--- src/rtl/occ_map.svh ---
// Register offsets, field positions, reset values and timing counts of the clock check block.
`ifndef OCC_MAP_SVH
`define OCC_MAP_SVH
`define OCC_ADDR_W 8
`define OCC_OFF_RUN_CFG 8'h60
`define OCC_OFF_FAULT_STATUS 8'h70
`define OCC_OFF_FAULT_MASK 8'h74
`define OCC_OFF_CHECK_STATE 8'h78
`define OCC_POS_PLL_PD 13
`define OCC_POS_PLL_OE_N 12
`define OCC_POS_PLL_CHK 10
`define OCC_POS_CRYSTAL_CODE_HI 9
`define OCC_POS_CRYSTAL_CODE_LO 6
`define OCC_POS_SRC_HI 5
`define OCC_POS_SRC_LO 4
`define OCC_POS_BOSC_CHK 3
`define OCC_POS_MOSC_CHK 2
`define OCC_RST_CRYSTAL_CODE 4'hb
`define OCC_RST_SRC 2'h0
`define OCC_RST_PLL_PD 1'h1
`define OCC_RST_PLL_OE_N 1'h1
`define OCC_RST_HI_ONES 8'hff
`define OCC_POS_HI_ONES_LO 14
`define OCC_CRYSTAL_CODE_FIRST_VALID 4'h4
`define OCC_CHECK_TIMEOUT_NS 10000
`define OCC_CLK_PERIOD_NS 40
`define OCC_CHECK_TIMEOUT_CYC (`OCC_CHECK_TIMEOUT_NS / `OCC_CLK_PERIOD_NS)
`define OCC_CNT_W 12
`endif

--- src/rtl/occ_pkg.sv ---
// Types shared by the clock check block.
package occ_pkg;
	typedef enum logic [1:0] {
		OCC_SRC_MAIN = 2'b00,
		OCC_SRC_BOOT = 2'b01,
		OCC_SRC_BOOT_DIV4 = 2'b10,
		OCC_SRC_RSVD = 2'b11
	} occ_src_type;
	typedef enum logic [1:0] {
		OCC_PLL_NORMAL = 2'b00,
		OCC_PLL_OUT_OFF = 2'b01,
		OCC_PLL_POWER_DOWN = 2'b10
	} occ_pll_mode_type;
	typedef enum logic [1:0] {
		OCC_CHK_IDLE = 2'b00,
		OCC_CHK_RUN = 2'b01,
		OCC_CHK_FAIL = 2'b10
	} occ_chk_state_type;
endpackage

--- src/rtl/occ_checker.sv ---
// One clock verification timer: flags a fault when the watched clock stops toggling.
`timescale 1ns/1ns
`include "occ_map.svh"
module occ_checker
	import occ_pkg::*;
(
	input wire logic clk,
	input wire logic rst_b,
	input wire logic en,
	input wire logic check_on,
	input wire logic fault_clear,
	input wire logic watched_clk,
	output logic fault,
	output occ_chk_state_type state
);
	logic edge_seen;
	logic [`OCC_CNT_W-1:0] cnt_q;
	occ_chk_state_type state_q;
	occ_sync u_sync (
		.clk(clk),
		.rst_b(rst_b),
		.en(en),
		.async_in(watched_clk),
		.edge_seen(edge_seen)
	);
	// The system clock is the independent reference; the watched clock must
	// toggle at least once in every timeout window.
	always_ff @(posedge clk or negedge rst_b) begin
		if (!rst_b) begin
			state_q <= OCC_CHK_IDLE;
			cnt_q <= '0;
		end else if (en) begin
			case (state_q)
				OCC_CHK_IDLE: begin
					cnt_q <= '0;
					if (check_on) begin
						state_q <= OCC_CHK_RUN;
					end
				end
				OCC_CHK_RUN: begin
					if (!check_on) begin
						state_q <= OCC_CHK_IDLE;
					end else if (edge_seen) begin
						cnt_q <= '0;
					end else if (cnt_q == `OCC_CNT_W'(`OCC_CHECK_TIMEOUT_CYC - 1)) begin
						state_q <= OCC_CHK_FAIL;
					end else begin
						cnt_q <= cnt_q + `OCC_CNT_W'(1);
					end
				end
				OCC_CHK_FAIL: begin
					cnt_q <= '0;
					if (fault_clear || !check_on) begin
						state_q <= OCC_CHK_IDLE;
					end
				end
				default: begin
					state_q <= OCC_CHK_IDLE;
				end
			endcase
		end
	end
	assign fault = (state_q == OCC_CHK_FAIL);
	assign state = state_q;
endmodule

--- src/rtl/occ_sync.sv ---
// Two-stage synchroniser followed by an edge detector.
`timescale 1ns/1ns
module occ_sync (
	input wire logic clk,
	input wire logic rst_b,
	input wire logic en,
	input wire logic async_in,
	output logic edge_seen
);
	logic meta_q;
	logic sync_q;
	logic last_q;
	always_ff @(posedge clk or negedge rst_b) begin
		if (!rst_b) begin
			meta_q <= 1'b0;
			sync_q <= 1'b0;
			last_q <= 1'b0;
		end else if (en) begin
			meta_q <= async_in;
			sync_q <= meta_q;
			last_q <= sync_q;
		end
	end
	assign edge_seen = sync_q ^ last_q;
endmodule

--- src/rtl/occ_top.sv ---
// Run clock configuration register low part, PLL mode control and clock verification.
//
// Functional notes
// - PLL check enable bit 10 runs PLL timer.
// - Crystal code bits 9:6, reset 0xb.
// - Codes 0-3 reserved; 4-9 low crystal frequencies.
// - Codes 10-15 higher frequencies; 11 is 6 MHz.
// - Source select bits 5:4 picks oscillator leg.
// - Boot oscillator check enable bit 3.
// - Main oscillator check enable bit 2.
// - Bits 1:0 reserved, read-only, write ignored.
// - Power-down wins; both clear means normal.
`timescale 1ns/1ns
`include "occ_map.svh"
module occ_top
	import occ_pkg::*;
(
	input wire logic clk,
	input wire logic rst_b,
	input wire logic clk_en,
	input wire logic [`OCC_ADDR_W-1:0] reg_addr,
	input wire logic [31:0] reg_wdata,
	input wire logic reg_wr,
	input wire logic reg_rd,
	output logic [31:0] reg_rdata,
	input wire logic pll_clk_in,
	input wire logic boot_osc_in,
	input wire logic main_osc_in,
	output logic [3:0] crystal_code,
	output occ_src_type osc_leg_source_select,
	output logic pll_power_down,
	output logic pll_output_enable_n,
	output occ_pll_mode_type pll_mode,
	output logic irq
);
	logic pll_check_enable_q;
	logic boot_osc_check_enable_q;
	logic main_osc_check_enable_q;
	logic [3:0] crystal_code_q;
	occ_src_type src_q;
	logic pll_pd_q;
	logic pll_oe_n_q;
	occ_pll_mode_type pll_mode_q;
	logic [2:0] status_q;
	logic [2:0] mask_q;
	logic [31:0] rdata_q;
	logic irq_q;
	logic [31:0] cfg_view;
	logic [2:0] fault_now;
	logic [2:0] fault_last_q;
	logic [2:0] fault_rise;
	logic [2:0] check_on;
	occ_chk_state_type chk_state [3];
	logic wr_cfg;
	logic rd_status;

	assign wr_cfg = reg_wr && (reg_addr == `OCC_OFF_RUN_CFG);
	assign rd_status = reg_rd && (reg_addr == `OCC_OFF_FAULT_STATUS);
	assign check_on = {pll_check_enable_q, boot_osc_check_enable_q, main_osc_check_enable_q};

	// Configuration fields; reserved bits 1:0 are never stored.
	always_ff @(posedge clk or negedge rst_b) begin
		if (!rst_b) begin
			pll_check_enable_q <= 1'b0;
			crystal_code_q <= `OCC_RST_CRYSTAL_CODE;
			src_q <= occ_src_type'(`OCC_RST_SRC);
			boot_osc_check_enable_q <= 1'b0;
			main_osc_check_enable_q <= 1'b0;
			pll_pd_q <= `OCC_RST_PLL_PD;
			pll_oe_n_q <= `OCC_RST_PLL_OE_N;
		end else if (clk_en && wr_cfg) begin
			pll_check_enable_q <= reg_wdata[`OCC_POS_PLL_CHK];
			// A reserved crystal code is refused so the PLL setting never
			// references an undefined frequency.
			if (reg_wdata[`OCC_POS_CRYSTAL_CODE_HI:`OCC_POS_CRYSTAL_CODE_LO] >= `OCC_CRYSTAL_CODE_FIRST_VALID) begin
				crystal_code_q <= reg_wdata[`OCC_POS_CRYSTAL_CODE_HI:`OCC_POS_CRYSTAL_CODE_LO];
			end
			// The reserved source code is refused and the old source kept.
			if (reg_wdata[`OCC_POS_SRC_HI:`OCC_POS_SRC_LO] != OCC_SRC_RSVD) begin
				src_q <= occ_src_type'(reg_wdata[`OCC_POS_SRC_HI:`OCC_POS_SRC_LO]);
			end
			boot_osc_check_enable_q <= reg_wdata[`OCC_POS_BOSC_CHK];
			main_osc_check_enable_q <= reg_wdata[`OCC_POS_MOSC_CHK];
			pll_pd_q <= reg_wdata[`OCC_POS_PLL_PD];
			pll_oe_n_q <= reg_wdata[`OCC_POS_PLL_OE_N];
		end
	end

	// PLL mode follows the stored controls with one register stage.
	always_ff @(posedge clk or negedge rst_b) begin
		if (!rst_b) begin
			pll_mode_q <= OCC_PLL_POWER_DOWN;
		end else if (clk_en) begin
			if (pll_pd_q) begin
				pll_mode_q <= OCC_PLL_POWER_DOWN;
			end else if (!pll_oe_n_q) begin
				pll_mode_q <= OCC_PLL_NORMAL;
			end else begin
				pll_mode_q <= OCC_PLL_OUT_OFF;
			end
		end
	end

	// Index 2 is the PLL, 1 the boot oscillator, 0 the main oscillator.
	occ_checker u_chk_main (
		.clk(clk),
		.rst_b(rst_b),
		.en(clk_en),
		.check_on(check_on[0]),
		.fault_clear(1'b0),
		.watched_clk(main_osc_in),
		.fault(fault_now[0]),
		.state(chk_state[0])
	);
	occ_checker u_chk_boot (
		.clk(clk),
		.rst_b(rst_b),
		.en(clk_en),
		.check_on(check_on[1]),
		.fault_clear(1'b0),
		.watched_clk(boot_osc_in),
		.fault(fault_now[1]),
		.state(chk_state[1])
	);
	occ_checker u_chk_pll (
		.clk(clk),
		.rst_b(rst_b),
		.en(clk_en),
		.check_on(check_on[2]),
		.fault_clear(1'b0),
		.watched_clk(pll_clk_in),
		.fault(fault_now[2]),
		.state(chk_state[2])
	);

	always_ff @(posedge clk or negedge rst_b) begin
		if (!rst_b) begin
			fault_last_q <= 3'h0;
		end else if (clk_en) begin
			fault_last_q <= fault_now;
		end
	end
	assign fault_rise = fault_now & ~fault_last_q;

	// Sticky status: a new fault in the same cycle as the clearing read wins.
	always_ff @(posedge clk or negedge rst_b) begin
		if (!rst_b) begin
			status_q <= 3'h0;
		end else if (clk_en) begin
			status_q <= (rd_status ? 3'h0 : status_q) | fault_rise;
		end
	end

	always_ff @(posedge clk or negedge rst_b) begin
		if (!rst_b) begin
			mask_q <= 3'h0;
		end else if (clk_en && reg_wr && (reg_addr == `OCC_OFF_FAULT_MASK)) begin
			mask_q <= reg_wdata[2:0];
		end
	end

	always_ff @(posedge clk or negedge rst_b) begin
		if (!rst_b) begin
			irq_q <= 1'b0;
		end else if (clk_en) begin
			irq_q <= |(((rd_status ? 3'h0 : status_q) | fault_rise) & mask_q);
		end
	end

	always_comb begin
		cfg_view = 32'h0;
		cfg_view[`OCC_POS_HI_ONES_LO+7:`OCC_POS_HI_ONES_LO] = `OCC_RST_HI_ONES;
		cfg_view[`OCC_POS_PLL_PD] = pll_pd_q;
		cfg_view[`OCC_POS_PLL_OE_N] = pll_oe_n_q;
		cfg_view[`OCC_POS_PLL_CHK] = pll_check_enable_q;
		cfg_view[`OCC_POS_CRYSTAL_CODE_HI:`OCC_POS_CRYSTAL_CODE_LO] = crystal_code_q;
		cfg_view[`OCC_POS_SRC_HI:`OCC_POS_SRC_LO] = src_q;
		cfg_view[`OCC_POS_BOSC_CHK] = boot_osc_check_enable_q;
		cfg_view[`OCC_POS_MOSC_CHK] = main_osc_check_enable_q;
		cfg_view[1:0] = 2'h0;
	end

	always_ff @(posedge clk or negedge rst_b) begin
		if (!rst_b) begin
			rdata_q <= 32'h0;
		end else if (clk_en) begin
			if (!reg_rd) begin
				rdata_q <= 32'h0;
			end else if (reg_addr == `OCC_OFF_RUN_CFG) begin
				rdata_q <= cfg_view;
			end else if (reg_addr == `OCC_OFF_FAULT_STATUS) begin
				rdata_q <= {29'h0, status_q};
			end else if (reg_addr == `OCC_OFF_FAULT_MASK) begin
				rdata_q <= {29'h0, mask_q};
			end else if (reg_addr == `OCC_OFF_CHECK_STATE) begin
				rdata_q <= {26'h0, chk_state[2], chk_state[1], chk_state[0]};
			end else begin
				rdata_q <= 32'h0;
			end
		end
	end

	assign reg_rdata = rdata_q;
	assign crystal_code = crystal_code_q;
	assign osc_leg_source_select = src_q;
	assign pll_power_down = pll_pd_q;
	assign pll_output_enable_n = pll_oe_n_q;
	assign pll_mode = pll_mode_q;
	assign irq = irq_q;
endmodule

--- config.mk ---
export PLATFORM = sky130hd
export DESIGN_NAME = occ_top
export DESIGN_NICKNAME = d
export VERILOG_FILES = /design/src/rtl/occ_pkg.sv /design/src/rtl/occ_checker.sv /design/src/rtl/occ_sync.sv /design/src/rtl/occ_top.sv
export VERILOG_INCLUDE_DIRS = /design/src /design/src/rtl
export SDC_FILE = /design/constraint.sdc
export NUM_CORES = 1
export LEC_CHECK = 0
export ABC_AREA = 0
export BUFFER_PORTS_ARGS = -buffer_cell sky130_fd_sc_hd__buf_2
export CELL_PAD_IN_SITES_DETAIL_PLACEMENT = 1
export CELL_PAD_IN_SITES_GLOBAL_PLACEMENT = 2
export CORE_ASPECT_RATIO = 1.1
export CORE_UTILIZATION = 35
export DETAILED_ROUTE_END_ITERATION = 10
export GPL_TIMING_DRIVEN = 0
export PLACE_DENSITY = 0.83
export RECOVER_POWER = 25
export SYNTH_ARGS = -nofsm -noshare
export SYNTH_HDL_FRONTEND = slang
export SYNTH_HIERARCHICAL = 1
export SYNTH_SLANG_ARGS = --single-unit
--- constraint.sdc ---
create_clock -name clk -period 2.01 [get_ports clk]
set_clock_uncertainty 0.05 [all_clocks]
set_input_delay 0.1005 -clock clk [delete_from_list [all_inputs] [get_ports clk]]
set_output_delay 0.1005 -clock clk [all_outputs]
set_load 0.01 [all_outputs]
=== After elaboration in Yosys (flattened, before gate mapping) ===
Cells that the tools add are included.

* Output and inout bits: 43
* Register bits: 106
* Bits in latches: 0
* Bits in read-only memories: 0
* RAM bits: 0
* Memories: 0
* Word-level logic and storage cells: 132

* $add $sub $neg: 3
* Equality and inequality tests: 32
* Magnitude comparators: 1
* Multiply operators: 0
* Bitwise operators: 7
* Divide/modulo/power cells: 0
* Multiplexer cells: 38
* Shifts and indexed selects: 0
* Reduce and logical (&&, ||, !) cells: 23

{| class="wikitable"
|+ Operator list
! operator !! count
|-
| 12-bit two-way mux || 9
|-
| 12-bit case mux with 2 select lines || 3
|-
| 22-bit two-way mux || 2
|-
| 12-bit by 1-bit adder with 12-bit output (second input constant) || 3
|-
| 12-bit by 8-bit equality test with 1-bit output (second input constant) || 3
|-
| 8-bit by 7-bit equality test with 1-bit output (second input constant) || 4
|-
| 2-bit two-way mux || 16
|-
| 2-bit != test (second input constant) || 10
|-
| 6-bit two-way mux || 3
|-
| 3-bit by 2-bit != test with 1-bit output (second input constant) || 6
|-
| 2-bit case mux with 3 select lines || 3
|-
| 5-bit AND reduction || 3
|-
| 4-bit AND reduction || 3
|-
| 3-bit != test (second input constant) || 3
|-
| 3-bit bitwise AND || 2
|-
| 2-bit by 1-bit equality test with 1-bit output (second input constant) || 3
|-
| 2-bit equality test (second input constant) || 3
|-
| 2-bit zero test || 3
|-
| 2-bit nonzero test || 3
|-
| 2-bit OR reduction || 3
|-
| 1-bit logical AND || 5
|-
| 4-bit by 3-bit >= comparator with 1-bit output (second input constant) || 1
|-
| 2-bit AND reduction || 2
|-
| 3-bit two-way mux || 1
|-
| other kinds (5) || 7
|}

=== Depth between registers and ports, before layout ===
Gate-level depths: netlist of the first run.

* Depth in word-level cells: 6
* Depth in mapped cells: 7
* Mapped depth without buffers: 6

=== Modules after synthesis ===
The synthesis of the first run kept the hierarchy.

{| class="wikitable"
|+ Modules (own cells, without submodules)
! module !! area an instance (um2) !! cells each !! instances
|-
| occ_checker || 883.3 || 89 || 3
|-
| occ_top || 1793.0 || 153 || 1
|-
| occ_sync || 117.6 || 7 || 3
|}

=== Worst setup path after synthesis of the first run ===
Ideal clock, no wire load.

* Path type: input-to-reg
* Start: input port reg_addr[7]
* End: register boot_osc_check_enable_q
* Setup slack: 0.337 ns
* Path buffers: 1
* Arrival: 1.499 ns
* Data required time: 1.835 ns
* Cell stages on the path: 4
* Cells stage by stage: or4b_4 -> nor4_4 -> buf_6 -> mux2_2

* Longest elaborated chain between the ends: 3

{| class="wikitable"
|+ RTL lines
! element !! line !! RTL
|-
| from (decl) || occ_top.sv:21 || <nowiki>input wire logic [`OCC_ADDR_W-1:0] reg_addr,</nowiki>
|-
| 8-bit by 7-bit equality test with 1-bit output (no source line) || - ||
|-
| 1-bit logical AND || occ_top.sv:57 || <nowiki>assign wr_cfg = reg_wr && (reg_addr == `OCC_OFF_RUN_CFG);</nowiki>
|-
| 1-bit logical AND || occ_top.sv:71 || <nowiki>end else if (clk_en && wr_cfg) begin</nowiki>
|-
| to (signal assigned) || occ_top.sv:82 || <nowiki>boot_osc_check_enable_q <= reg_wdata[`OCC_POS_BOSC_CHK];</nowiki>
|-
| to (decl) || occ_top.sv:37 || <nowiki>logic boot_osc_check_enable_q;</nowiki>
|}

Every way passes these cells.
A chain may end at the register's enable or synchronous reset.

=== Worst setup path in the final report of the first run ===
* Start: register u_chk_boot.cnt_q[0]
* End: register u_chk_boot.cnt_q[7]

* Longest elaborated chain between the ends: 5

{| class="wikitable"
|+ RTL lines
! element !! line !! RTL
|-
| from (decl) || occ_checker.sv:17 || <nowiki>logic [`OCC_CNT_W-1:0] cnt_q;</nowiki>
|-
| from (signal assigned) || occ_checker.sv:48 || <nowiki>cnt_q <= cnt_q + `OCC_CNT_W'(1);</nowiki>
|-
| 12-bit by 1-bit adder with 12-bit output || occ_checker.sv:48 ||
|-
| 12-bit two-way mux || occ_checker.sv:45 || <nowiki>end else if (cnt_q == `OCC_CNT_W'(`OCC_CHECK_TIMEOUT_CYC - 1)) begin</nowiki>
|-
| 12-bit two-way mux || occ_checker.sv:43 || <nowiki>end else if (edge_seen) begin</nowiki>
|-
| 12-bit two-way mux || occ_checker.sv:41 || <nowiki>if (!check_on) begin</nowiki>
|-
| 12-bit case mux with 2 select lines || occ_checker.sv:33 || <nowiki>case (state_q)</nowiki>
|}

Several ways; a longest one is shown, not always the timed one. The select of a mux whose other input is x is not followed.

==> results of run 1 <==
## synth_stat cells, drive strengths merged
library cell and n:
dfrtp 82, o31ai 45, buf 40, o21ai 33
mux2 23, nand2 20, a31oi 15, nand4 14
nor2 14, a22o 12, nor2b 12, a21oi 11
inv 11, nand3 10, and2 8, a41oi 6
and4 6, dfstp 6, ha 6, nand2b 6
clkbuf 5, nand3b 5, nor4 5, a32o 4
a21boi 3, a221o 3, a31o 3, and3 3
clkinv 3, nand4bb 3, o22ai 3, o41ai 3
or3 3, xor2 3, nor3 2, o2bb2ai 2
or4b 2, a21o 1, a222oi 1, conb 1
nor4b 1, o211ai 1, or3b 1
## final timing paths
path	start	to	slack, ps
setup / recovery	u_chk_boot/cnt_q[0]	u_chk_boot/cnt_q[7]	250
hold / removal	reg_addr[5]	reg_rdata[2]	90
setup reg to reg	u_chk_boot/cnt_q[0]	u_chk_boot/cnt_q[7]	250
hold reg to reg	u_chk_boot/cnt_q[11]	u_chk_boot/cnt_q[11]	430
max in group asynchronous	rst_b	pll_output_enable_n	560
min in group asynchronous	rst_b	u_chk_boot/cnt_q[9]	490
## cells by family (layout without fill, tap and decap cells)
group / Yosys count / in the layout / synth area share [%]
and+or+nand+nor: 115 / 115 / 16.4
adders and majority gates: 6 / 6 / 1.57
muxes: 23 / 23 / 5.40
DFF: 88 / 88 / 46.1
xor gates and xnor gates: 3 / 3 / 0.548
other: 1 / 14 / 0.0782
AOI/OAI and AO/OA: 146 / 146 / 22.1
buffers and inverters: 59 / 152 / 7.80
## per-stage QoR
stage / total power, uW / worst slack [ps] / instance area, sq um / std cells
6_report: 3700 / 250 / 5840 / 731
5_1_grt: 3840 / 139 / 5840 / 731
4_1_cts: 3750 / 274 / 5850 / 731
3_5_place_dp: 2140 / 22.0 / 5400 / 698
3_3_place_gp: 2120 / -86.8 / 5370 / 697
2_1_floorplan: 2010 / 337 / 4840 / 454
## routing by layer
metal,part of all wire (%),up-vias
met5,0,-
met4,1.2,0
met3,2.1,11
met2,50,53
met1,46,1970
li1,-,1847
## sequential cells by signal, summed over array words and instances (netlist names), 2 cells and up
| signal | cells |
|---|---|
| reg_rdata | 14 |
| u_chk_boot/cnt_q | 12 |
| u_chk_main/cnt_q | 12 |
| u_chk_pll/cnt_q | 12 |
| crystal_code | 4 |
| fault_last_q | 3 |
| mask_q | 3 |
| status_q | 3 |
| osc_leg_source_select | 2 |
| pll_mode | 2 |
| u_chk_boot/state | 2 |
| u_chk_main/state | 2 |
| u_chk_pll/state | 2 |
## power by group
group	internal [uW]	switching, uW
sequential	1810	31.1
combinational	131	154
clock	843	724
total	2790	909
## final cells by class
| type | instances | area, sq um | area share [%] |
|---|---|---|---|
| inverters | 14 | 52.6 | 0.899 |
| plain buffers | 45 | 322 | 5.50 |
| multi-input cells | 307 | 2260 | 38.7 |
| flip-flops and latches | 88 | 2210 | 37.8 |
| clock buffers | 10 | 229 | 3.92 |
| clock inverters | 6 | 46.3 | 0.792 |
| repair buffers | 77 | 493 | 8.44 |
| well taps | 184 | 230 | 3.94 |
## worst register-to-register path: stages, from the launching register on
cell       delay [ps]
dfrtp_1           460
ha_1              230
nand4bb_1         230
nor4_4             80
buf_6             150
o31ai_1           310
o31ai_1           120
## timing repair
action	CTS	global route
setup endpoints to repair	0	0
hold buffers	17	0
resized for setup	0	0
hold endpoints to repair	59	0
==> impl_metrics.csv, run 1 <==
group,metric,value,unit
power_and_ir_drop,p_leak,0.00269,uW
global_route,grt_first_pass_wirelength,20.8,mm
timing,fin_crit,1760,ps
synth,synth_seq_cells,88,
clocking,cts_tree,"done",
floorplanning,row_count,44,
layout,diodes,0,
placed_design,port_buffers,59,
global_route,grtUsageMet2,30.7,%
layout,area_growth,21.8,%
critical_path,path_class,"reg2reg",
global_route,grt_pass1_vias,4088,
run,cap_violations,0,
routing,dr.pass1.iters,5,
synth,yosysUniqueCellTypes,53,
critical_path,path_delay_family,"flip-flops",
global_route,antenna_found_initial,0,
critical_path,cp_slowest_cell,"dfrtp_1",
synth,synth_top_area_share,42.8,%
routing,num_vias,3881,
timing,worstMarginPinSlew,1180,ps
timing,rsz0062_at_grt,"false",
critical_path,r2r_cells,6,
global_route,globalRouteMet1Util,23.9,%
worst_hold_path,hold_depth,3,
timing,max_freq,0.568,GHz
critical_path,cp.required,2170,ps
outcome,outcome,"completed",
global_route,met3_usage,2.34,%
synth,yosysTopAreaCell,"dfrtp_1",
floorplanning,dieArea,14200,sq um
synth,syn-cell-area,4800,sq um
critical_path,start_kind,"flip-flop",
layout,fillers,1514,
critical_path,cp.buffers_inverters,1,
synth,yosys_warnings,6,
timing,period_share,87.5,%
clocking,numCtsBuffers,9,
clocking,cts_sinks,88,
clocking,clk_path_buf_depth,2,
floorplanning,io_pins,91,
synth,synth_area_per_cell,10.9,sq um
floorplanning,chipWidth,114,um
critical_path,worstPathMaxFanout,10,
synth,synth_area_leaders,"dfrtp_1, o31ai_1, mux2_2",
floorplanning,dieHeight,125,um
placed_design,globalplace.congestion,0.784,
routing,post-route-drc-count,0,
routing,ant_nets,0,
global_route,grt_max_degree,46,
clocking,cts_root_buffer,"clkbuf_16",
routing,wl,12.1,mm
worst_hold_path,hp-class,"in2reg",
timing,slew_violations,0,
clocking,clk_latency,340,ps
layout,drive_gt1_share,30.5,%
layout,final_common_cell,"dfrtp_1",
global_route,grt_usage,18.1,%
synth,netlist_instances,441,
critical_path,crit_arrival,1920,ps
timing,setup_tns,0,ps
critical_path,end_kind,"flip-flop",
critical_path,crit_top_cell,"o31ai_1",
global_route,busiest_layer,"met2",
layout,final_util,44.0,%
critical_path,crit_cells,6,
timing,hold_slack,88.9,ps
timing,setup_violations,0,
layout,final_cell_mix,"dfrtp_1, buf_2, o31ai_1",
routing,initialDrtViolationCount,199,
floorplanning,core,13300,sq um
power_and_ir_drop,power_density,632,nW/um^2
global_route,gr-total-overflow,0,
clocking,h-tree-depth,3,
clocking,post_cts_buffers,0,
placed_design,dp_hpwl,8.50,mm
critical_path,path_cells,"ha_1 -> nand4bb_1 -> nor4_4 -> buf_6 -> o31ai_1 -> o31ai_1",
routing,viasPerCell,5.31,
layout,nets,596,
power_and_ir_drop,ir_drop,0.000340,V
timing,timing_hold_violations_final,0,
synth,seq_area_frac_synth,46.1,%
clocking,clk_pin_slew_worst_paths,60,ps
routing,wl_per_cell,16.6,um
floorplanning,initial_core_util,36.1,%
timing,relSlewSlack,21.2,%
critical_path,cp_slowest_stage_delay,460,ps
Power figures use the tool's default switching activity.
==> run 2: changes to the inputs <==
--- a/config.mk
+++ b/config.mk
@@ -16,6 +16,8 @@
 export GPL_TIMING_DRIVEN = 0
 export PLACE_DENSITY = 0.83
 export RECOVER_POWER = 25
+export SETUP_SLACK_MARGIN = 0.3
+export SLEW_MARGIN = 20
 export SYNTH_ARGS = -nofsm -noshare
 export SYNTH_HDL_FRONTEND = slang
 export SYNTH_HIERARCHICAL = 1
==> run 2 against run 1 <==
First-iteration DRC count fell by 16%. Sequential share of layout area fell by 2.0 points. Setup slack improved by 68 ps. Maximum frequency rose by 4.0%. Hold slack improved by 5.4 ps. Flip-flop and latch count did not move. Power rose by 3.5%. Wire length rose by 3.7%. Non-clock buffer count rose by 20. Combinational power rose by 5%. Core utilization rose by 2.7 points. Final area rose by 6.2%. Largest power group unchanged.
==> impl_metrics.csv, run 2 (synthesized netlist as in run 1, its figures left out) <==
group,metric,value,unit
routing,num_vias,3988,
timing,timing_hold_violations_final,0,
worst_hold_path,hold_depth,3,
routing,viasPerCell,5.31,
timing,period_share,84.2,%
layout,diodes,0,
timing,slew_violations,0,
critical_path,path_class,"reg2reg",
global_route,grt_pass1_vias,4177,
clocking,numCtsBuffers,9,
placed_design,dp_hpwl,8.50,mm
power_and_ir_drop,power_frac_seq,48.2,%
critical_path,cp.required,2170,ps
clocking,cts_root_buffer,"clkbuf_16",
layout,multi_input_area,2420,sq um
clocking,cts_sinks,88,
floorplanning,chipWidth,114,um
layout,fillers,1480,
critical_path,end_kind,"flip-flop",
critical_path,cp_slowest_stage_delay,420,ps
run,cap_violations,0,
layout,largest_reg_flops,14,
routing,wl,12.6,mm
floorplanning,dieArea,14200,sq um
critical_path,worstPathMaxFanout,5,
timing,relSlewSlack,21.3,%
timing,worstMarginPinSlew,1180,ps
critical_path,crit_arrival,1860,ps
timing,worst_slack,318,ps
layout,final_cell_mix,"dfrtp_1, buf_2, buf_4",
critical_path,path_delay_family,"simple AND/OR/NAND/NOR gates",
global_route,grt_max_degree,46,
critical_path,path_cells,"or3_4 -> nor4_4 -> buf_6 -> o21ai_1 -> o41ai_2",
routing,ant_nets,0,
routing,post-route-drc-count,0,
timing,rsz0062_at_grt,"true",
critical_path,crit_cells,5,
worst_hold_path,hp-start,"reg_wr",
critical_path,cp.buffers_inverters,1,
power_and_ir_drop,internal-power,2920,uW
power_and_ir_drop,clkPwrFrac,44.0,%
layout,fin_area,6200,sq um
floorplanning,io_pins,91,
clocking,cts_tree,"done",
routing,initialDrtViolationCount,168,
timing,max_freq,0.591,GHz
global_route,gr-total-overflow,0,
layout,area_growth,29.4,%
floorplanning,initial_core_util,36.1,%
layout,drive_gt1_share,38.8,%
power_and_ir_drop,ir_drop,0.000401,V
timing,setup_violations,0,
layout,ff_latch_area,2220,sq um
worst_hold_path,hp-class,"in2reg",
clocking,clk_latency,330,ps
routing,dr.pass1.iters,4,
critical_path,r2r_cells,5,
placed_design,globalplace.congestion,0.784,
floorplanning,row_count,44,
global_route,grt_first_pass_wirelength,21.1,mm
power_and_ir_drop,p_leak,0.00279,uW
power_and_ir_drop,combPwrFrac,7.8,%
layout,nets,616,
clocking,clk_path_buf_depth,2,
power_and_ir_drop,power_density,617,nW/um^2
layout,final_util,46.8,%
routing,wl_per_cell,16.8,um
global_route,antenna_found_initial,0,
floorplanning,core,13300,sq um
placed_design,dpl_cell_area,5400,sq um
critical_path,startpoint,"u_chk_boot/cnt_q[8]",
critical_path,start_kind,"flip-flop",
critical_path,cp_slowest_cell,"dfrtp_2",
global_route,grt_usage,18.4,%
floorplanning,dieHeight,125,um
timing,fin_crit,1690,ps
clocking,clk_pin_slew_worst_paths,70,ps
layout,final_common_cell,"dfrtp_1",
outcome,outcome,"completed",
placed_design,post-place-ws,8.40,ps
power_and_ir_drop,p_sw,903,uW
clocking,h-tree-depth,3,
critical_path,worstReg2RegStart,"u_chk_boot/cnt_q[8]",
placed_design,port_buffers,59,
power_and_ir_drop,swShare,23.6,%
run 2: cell count changes in the layout (fill, tap and decap cells not counted), moves of 6 or more:
cell / change
dfrtp_1: -11
o31ai_2: +6
o31ai_1: -8
buf_4: +19
dfrtp_2: +11
run 2: repair_timing:
item / in CTS / in global routing
resized for setup: 6 / 41
endpoints found under the setup margin: 8 / 51
endpoints found under the hold margin: 60 / 0
pin swaps: 3 / 9
gates cloned: 1 / 2
setup buffers: 5 / 12
hold buffers: 17 / 0
run 2: cell type report:
cell class / instances / share of cell area, %
Clock inverter: 6 / 1.11
Buffer: 45 / 5.30
Sequential cell: 88 / 35.8
Tap cell: 184 / 3.71
Timing Repair Buffer: 97 / 10.5
Multi-Input combinational cell: 307 / 39.0
Inverter: 14 / 0.847
Clock buffer: 10 / 3.69
run 2: per-stage QoR:
stage	total power, uW	hold slack (ps)	setup TNS (ps)	std cells
floorplan	2010	-245	0	454
global placement	2120	284	-6650	697
detailed placement	2140	11.2	0	698
CTS	3880	80.3	0	737
global route	3990	101	0	751
finish	3830	94.3	0	751
run 2: path summary, 6_finish.rpt:
kind,slack [ps],endpoint
min in group asynchronous,500,u_chk_boot/cnt_q[9]
max reg2reg,320,u_chk_boot/cnt_q[1]
min reg2reg,430,reg_rdata[0]
min,90,osc_leg_source_select[0]
max in group asynchronous,550,pll_power_down
max,320,u_chk_boot/cnt_q[1]
run 2: worst min-delay path, stage by stage:
cell and delay (ps):
buf_2 90, and2_1 150, a31oi_1 100
run 2: layer usage:
layer | up-vias | share of wire, % | global-route usage (%)
li1 | 1892 | - | -
met1 | 2034 | 44 | 23.6
met2 | 53 | 53 | 31.7
met3 | 9 | 2.6 | 2.43
met4 | 0 | 1.0 | 5.80
met5 | - | 0 | 0
run 2: power by group through the flow:
stage	logic, uW	registers (uW)	clock network (uW)
floorplan	138	1870	0
global placement	249	1870	0
detailed placement	263	1880	0
CTS	290	1840	1740
global route	332	1850	1810
finish	300	1840	1680
